===== src/design/vacant_access_pkg.sv =====
/*
 vacant access flag package: access carrier struct, kinds, region limits and window sizes.
 assumes a 20-bit byte address space on one system clock.
*/
package vacant_access_pkg;
    localparam int addr_w = 20;
    localparam logic [19:0] stack_top_default = 20'h04400;
    localparam logic [19:0] region_top_default = 20'h0ffff;
    localparam logic [19:0] debug_window_bytes = 20'h00008;
    localparam logic [19:0] free_window_bytes = 20'h00004;
    localparam logic [19:0] addr_word_step = 20'h00004;
    localparam logic [19:0] word_step = 20'h00002;

    typedef enum logic [1:0] {
        acc_none = 2'b00,
        acc_fetch = 2'b01,
        acc_read = 2'b10,
        acc_write = 2'b11
    } acc_kind_e;

    typedef struct packed {
        acc_kind_e kind;
        logic [19:0] addr;
        logic pc_modify;
    } cpu_access_s;

    typedef struct packed {
        logic start;
        logic addr_form;
        logic [3:0] count;
        logic [19:0] sp;
    } pop_cmd_s;
endpackage


===== src/design/vacant_access_flag_logic.sv =====
/*
 vacant access flag logic: flags accesses to unpopulated memory, sequences multi-register
 pops with their trailing extra read, and flags pc-modifying fetches at a region's top.
 assumes the cpu presents one access per cycle and the memory map reports populated addresses.
*/
// Overview of operation
// - multi pop issues extra read after last increment
// - extra read on vacant address sets flag
// - flag requests interrupt only while enabled
// - extra read vacant only at or above stack top
// - pc-modifying fetch at region top may flag
// - debug with breakpoints: last 8 bytes affected
// - free running: last 4 bytes affected
`timescale 1ns/1ps
module vacant_access_flag_logic
    import vacant_access_pkg::*;
#(
    parameter logic [19:0] region_top = vacant_access_pkg::region_top_default,
    parameter logic [19:0] stack_top = vacant_access_pkg::stack_top_default
) (
    input wire logic mclk,
    input wire logic rst,
    input wire vacant_access_pkg::cpu_access_s cpu_access,
    input wire vacant_access_pkg::pop_cmd_s pop_cmd,
    input wire logic addr_populated,
    input wire logic debug_breakpoints,
    input wire logic vacant_access_int_enable,
    input wire logic flag_clear,
    output logic vacant_access_flag,
    output logic vacant_irq,
    output logic pop_busy,
    output logic pop_read_valid,
    output logic [19:0] pop_read_addr,
    output logic extra_read_valid
);
    import vacant_access_pkg::*;

    typedef enum logic [1:0] {
        st_idle = 2'b00,
        st_pop = 2'b01,
        st_extra = 2'b10
    } pop_state_e;

    pop_state_e state, next_state;
    logic [3:0] remaining, next_remaining;
    logic [19:0] sp, next_sp;
    logic step_addr, next_step_addr;
    logic [19:0] step_size;
    logic next_pop_read_valid, next_extra_read_valid;
    logic [19:0] next_pop_read_addr;
    logic next_pop_busy;
    logic next_flag, next_irq;
    logic [19:0] window;
    logic [19:0] window_base;
    logic fetch_pc_modify;
    logic fetch_in_window;
    logic fetch_hazard;
    logic access_vacant;
    logic pop_vacant;
    logic set_event;

    // word pops move sp by 2, address-word pops by 4
    assign step_size = step_addr ? addr_word_step : word_step;

    // pop sequencer: one read per register, then the stray read at the final sp
    always_comb begin
        next_state = state;
        next_remaining = remaining;
        next_sp = sp;
        next_step_addr = step_addr;
        next_pop_read_valid = 1'b0;
        next_extra_read_valid = 1'b0;
        next_pop_read_addr = pop_read_addr;
        case (state)
            st_idle: begin
                // a start while busy never reaches here, so it is simply lost
                if (pop_cmd.start && pop_cmd.count != 4'h0) begin
                    next_state = st_pop;
                    next_remaining = pop_cmd.count;
                    next_sp = pop_cmd.sp;
                    next_step_addr = pop_cmd.addr_form;
                end else begin
                    next_state = st_idle;
                    next_remaining = remaining;
                    next_sp = sp;
                    next_step_addr = step_addr;
                end
            end
            st_pop: begin
                next_pop_read_valid = 1'b1;
                next_extra_read_valid = 1'b0;
                next_pop_read_addr = sp;
                next_sp = sp + step_size;
                next_remaining = remaining - 4'h1;
                if (remaining == 4'h1) begin
                    next_state = st_extra;
                end else begin
                    next_state = st_pop;
                end
            end
            st_extra: begin
                // the stray read hits sp after its last increment
                next_pop_read_valid = 1'b0;
                next_extra_read_valid = 1'b1;
                next_pop_read_addr = sp;
                next_sp = sp;
                next_remaining = 4'h0;
                next_state = st_idle;
            end
            default: begin
                next_pop_read_valid = 1'b0;
                next_extra_read_valid = 1'b0;
                next_remaining = 4'h0;
                next_sp = sp;
                next_step_addr = step_addr;
                next_state = st_idle;
            end
        endcase
        next_pop_busy = next_state != st_idle;
    end

    // registers only; every next value settles in the block above
    always_ff @(posedge mclk or posedge rst) begin
        if (rst) begin
            state <= st_idle;
            remaining <= 4'h0;
            sp <= 20'h00000;
            step_addr <= 1'b0;
            pop_read_valid <= 1'b0;
            extra_read_valid <= 1'b0;
            pop_read_addr <= 20'h00000;
            pop_busy <= 1'b0;
        end else begin
            state <= next_state;
            remaining <= next_remaining;
            sp <= next_sp;
            step_addr <= next_step_addr;
            pop_read_valid <= next_pop_read_valid;
            extra_read_valid <= next_extra_read_valid;
            pop_read_addr <= next_pop_read_addr;
            pop_busy <= next_pop_busy;
        end
    end

    // fetch window: debug stalls lengthen prefetch, so the exposed tail doubles
    always_comb begin
        window = free_window_bytes;
        case (debug_breakpoints)
            1'b1: begin
                window = debug_window_bytes;
            end
            1'b0: begin
                window = free_window_bytes;
            end
            default: begin
                window = free_window_bytes;
            end
        endcase
    end

    // region_top must lie at or above the window size or the base wraps
    assign window_base = region_top - window;
    assign fetch_pc_modify = cpu_access.kind == acc_fetch && cpu_access.pc_modify;
    assign fetch_in_window = cpu_access.addr <= region_top && cpu_access.addr > window_base;
    assign fetch_hazard = fetch_pc_modify && fetch_in_window;
    assign access_vacant = cpu_access.kind != acc_none && !addr_populated;
    // only a pop reaching the stack top reads past populated memory
    assign pop_vacant = extra_read_valid && pop_read_addr >= stack_top;
    assign set_event = access_vacant || pop_vacant || fetch_hazard;

    // flag: sticky, a new event wins over a same-cycle clear
    always_comb begin
        next_flag = vacant_access_flag;
        case ({set_event, flag_clear})
            2'b00: begin
                next_flag = vacant_access_flag;
            end
            2'b01: begin
                next_flag = 1'b0;
            end
            2'b10: begin
                next_flag = 1'b1;
            end
            2'b11: begin
                // clearing here would lose the event for good
                next_flag = 1'b1;
            end
            default: begin
                next_flag = vacant_access_flag;
            end
        endcase
    end

    always_ff @(posedge mclk or posedge rst) begin
        if (rst) begin
            vacant_access_flag <= 1'b0;
        end else begin
            vacant_access_flag <= next_flag;
        end
    end

    // irq follows the flag value being stored, so both rise on one edge
    always_comb begin
        next_irq = 1'b0;
        if (vacant_access_int_enable) begin
            next_irq = next_flag;
        end
    end

    // enable is sampled, so dropping it masks the request one cycle later
    always_ff @(posedge mclk or posedge rst) begin
        if (rst) begin
            vacant_irq <= 1'b0;
        end else begin
            vacant_irq <= next_irq;
        end
    end
endmodule


===== config.mk =====
export PLATFORM = sky130hd
export DESIGN_NAME = vacant_access_flag_logic
export DESIGN_NICKNAME = d
export VERILOG_FILES = /design/src/design/vacant_access_pkg.sv /design/src/design/vacant_access_flag_logic.sv
export SDC_FILE = /design/constraint.sdc
export NUM_CORES = 1
export LEC_CHECK = 0
export ABC_AREA = 0
export BUFFER_PORTS_ARGS = -buffer_cell sky130_fd_sc_hd__clkbuf_2
export CORE_ASPECT_RATIO = 1.4
export CORE_MARGIN = 2
export CORE_UTILIZATION = 56
export DETAILED_ROUTE_END_ITERATION = 16
export GPL_TIMING_DRIVEN = 0
export PLACE_DENSITY_LB_ADDON = 0.12
export SYNTH_ARGS = -nofsm -noshare
export SYNTH_HDL_FRONTEND = slang
export SYNTH_SLANG_ARGS = --single-unit

===== constraint.sdc =====
create_clock -name mclk -period 6.6 [get_ports mclk]
set_clock_uncertainty 0.15 [all_clocks]
set_input_delay 0 -clock mclk [delete_from_list [all_inputs] [get_ports mclk]]
set_output_delay 0 -clock mclk [all_outputs]
set_load 0.005 [all_outputs]

==> impl_metrics.env <==
export IMPL_path_max_fanout=8
export IMPL_clock_latency_ns=0.30
export IMPL_die_w_um=64.8
export IMPL_die_h_um=89.1
export IMPL_slowest_stage="fa_1"
export IMPL_dp_cells=424
export IMPL_crit_chain="inv_1, ha_1, inv_1, fa_1, and3b_1, clkbuf_2, nand3_1, o311ai_0, nand3_1"
export IMPL_cts_root_buf="clkbuf_8"
export IMPL_layout_nets=462
export IMPL_synthCells=278
export IMPL_drt_pass1_iter_count=4
export IMPL_gp_congestion=0.878
export IMPL_critPathMaxStageDelay_ns=0.44
export IMPL_detail_route_antenna_nets=0
export IMPL_antenna_found_initial=0
export IMPL_startpoint_type="flop"
export IMPL_path_buf_inv=3
export IMPL_tightest_slew_ns=0.638
export IMPL_ys_seq_area_share_pct=44.9
export IMPL_grt_pass1_wl_um=11900
export IMPL_min_period_over_period_pct=38.6
export IMPL_grt_overflow_total=0
export IMPL_yosysMostFrequentCell="dfrtp_1"
export IMPL_rsz0062_at_grt="false"
export IMPL_grt_pass1_vias=2547
export IMPL_ctsHtreeMaxLevel=2
export IMPL_yosysUniqueCellTypes=61
export IMPL_dp_hpwl_um=5210
export IMPL_num_antenna_cells=0
export IMPL_vias=2629
export IMPL_setup_worst_path_class="reg -> reg"
export IMPL_cp_arrival_ns=2.57
export IMPL_finalCriticalPeriod_ns=2.55
export IMPL_synth_largest_area_cell="dfrtp_1"
export IMPL_synth_main_ff_cell="dfrtp_1"
export IMPL_synth_top_cell_area_share_pct=44.9
export IMPL_cts_path_max_buffers=2
export IMPL_tns_ns=0
export IMPL_slew_headroom_pct=57.5
export IMPL_syn_nets=344
export IMPL_cp_top_family="adder cells"
export IMPL_synth_commonest_cells="52 x dfrtp_1, 22 x mux2_2, 19 x nand2_1, 17 x nor2_1, 16 x a21oi_1"
export IMPL_cts_buffers=5
export IMPL_synth_area_leaders="dfrtp_1 45%, mux2_2 8.6%, ha_1 4.3%, a21oi_1 2.8%, nand2_1 2.5%"
export IMPL_area_growth_pct=30.6
export IMPL_clk_pin_slew_ns=0.09
export IMPL_setup_viol=0
export IMPL_p_per_area_mw_per_mm2=458
export IMPL_ys_seq_elements=52
export IMPL_status="completed"
export IMPL_hp_class="in -> reg"
export IMPL_grt_max_degree=36
export IMPL_final_hold_viol_count=0
export IMPL_synth_async_reset_ratio_pct=100
export IMPL_drt_iter0_drc=135
export IMPL_wirelength_um=7210
export IMPL_max_freq_mhz=392
export IMPL_drc=0
export IMPL_critPathCaptureType="flop"
export IMPL_finalMaxSlewViolations=0
export IMPL_yosys_warnings=0
export IMPL_drive_above_1_share_pct=33.3
export IMPL_num_io_pins=80
export IMPL_ir_worst_vdd_mv=0.275
export IMPL_place_area_mm2=0.00339
export IMPL_core_area_mm2=0.00508
export IMPL_syn_area_mm2=0.00290
export IMPL_rows=31
export IMPL_port_buffers=79
export IMPL_die_area_mm2=0.00577
export IMPL_grt_total_usage_pct=26.6
export IMPL_wl_per_cell_um=15.6
export IMPL_worstPathRequired_ns=6.62
export IMPL_finalInstanceArea_mm2=0.00378
export IMPL_via_per_inst=5.69
export IMPL_stdcell_count=462
export IMPL_syn_avg_cell_area_um2=10.4
export IMPL_fin_hold_ws_ns=0.0480
export IMPL_p_leak_uw=0.00174
export IMPL_clock_sinks=52
export IMPL_maxCapViolations=0
export IMPL_synth_edf_count=0
export IMPL_post_cts_setup_buffer_count=0
export IMPL_initial_core_util_pct=57.0
export IMPL_cts_tree="built"
[tightest hold or removal path, cell delays in order]
cell,delay (ns)
clkbuf_2,0.11
o41ai_4,0.10
a211oi_1,0.09
nand4_1,0.09
nand3_1,0.07
[through the flow]
| step | utilization, % | setup slack (ns) | total power (µW) |
|---|---|---|---|
| final | 74.4 | 4.05 | 1730 |
| after floorplan | - | 4.39 | 1260 |
| after global placement | 66.4 | 4.10 | 1510 |
| after global routing | 74.4 | 3.83 | 1870 |
| after detailed placement | 66.8 | 4.09 | 1540 |
| after CTS | 74.4 | 4.07 | 1730 |
[worst paths after layout]
path	from	endpoint	slack [ns]	cells past startpoint
min in group asynchronous	rst	pop_busy	0.07	3
worst max register to register	step_addr	sp[17]	4.05	9
worst max-delay path	step_addr	sp[17]	4.05	9
max in group asynchronous	rst	pop_read_addr[11]	5.72	4
worst min-delay path	pop_cmd[25]	sp[17]	0.05	5
worst min register to register	sp[0]	pop_read_addr[0]	0.36	1
[repair_timing]
action                                  4_1_cts  5_1_grt
endpoints found under the setup margin        0        0
hold buffers                                 31        0
resized for setup                             0        0
hold endpoints to repair                     79        0
[cell type report]
type	instances	area (µm²)
multi-input cells	195	1460
flip-flops and latches	52	1300
fillers	370	1300
repair buffers	111	726
plain buffers	17	86.3
well taps	66	82.6
clock buffers	6	72.6
inverters	14	52.6
clock inverters	1	5.00
[state kept, by name, summed over array words and instances, names as in the netlist]
name,count
state,2
pop_read_addr,20
sp,20
extra_read_valid,1
vacant_access_flag,1
step_addr,1
pop_busy,1
vacant_irq,1
remaining,4
pop_read_valid,1
[per-layer routing]
| layer | wire length [µm] | vias up | GRT usage [%] |
|---|---|---|---|
| li1 | - | 1291 | - |
| met1 | 3110 | 1232 | 34.0 |
| met2 | 3580 | 90 | 44.8 |
| met3 | 344 | 16 | 3.40 |
| met4 | 172 | 0 | 12.8 |
| met5 | 0 | - | 0 |
[cell usage in the layout, fill, tap and decap left out, types with 3 or more instances in the layout]
| cell type | n |
|---|---|
| a21oi_1 | 16 |
| a211oi_1 | 3 |
| nand4_1 | 10 |
| ha_1 | 10 |
| a311oi_1 | 5 |
| and3_1 | 3 |
| o21ai_0 | 9 |
| dlygate4sd3_1 | 31 |
| mux2_2 | 22 |
| inv_1 | 13 |
| buf_2 | 5 |
| nor2_1 | 17 |
| clkbuf_8 | 5 |
| a2bb2oi_1 | 4 |
| nand3_1 | 10 |
| clkbuf_1 | 8 |
| clkbuf_2 | 80 |
| nor3_1 | 6 |
| o22ai_1 | 6 |
| mux2i_1 | 3 |
| dfrtp_1 | 52 |
| a41o_1 | 3 |
| nand2_1 | 19 |
[where the power goes]
group,internal (µW),leakage [µW],switching (µW)
logic,444,0.00110,514
registers,471,0.000597,135
clock network,72.3,0.0000410,97.4
[logic make-up (layout without fill, tap and decap cells)]
logic type | after synthesis | in the layout | share of synthesized area (%)
DFF | 52 | 52 | 44.9
muxes | 25 | 25 | 9.59
adders and majority gates | 11 | 11 | 5.01
buffers and inverters | 31 | 149 | 4.80
AOI/OAI and AO/OA | 73 | 73 | 19.2
and+or+nand+nor | 86 | 86 | 16.5
Note: power is estimated with default switching activity, not from simulation.
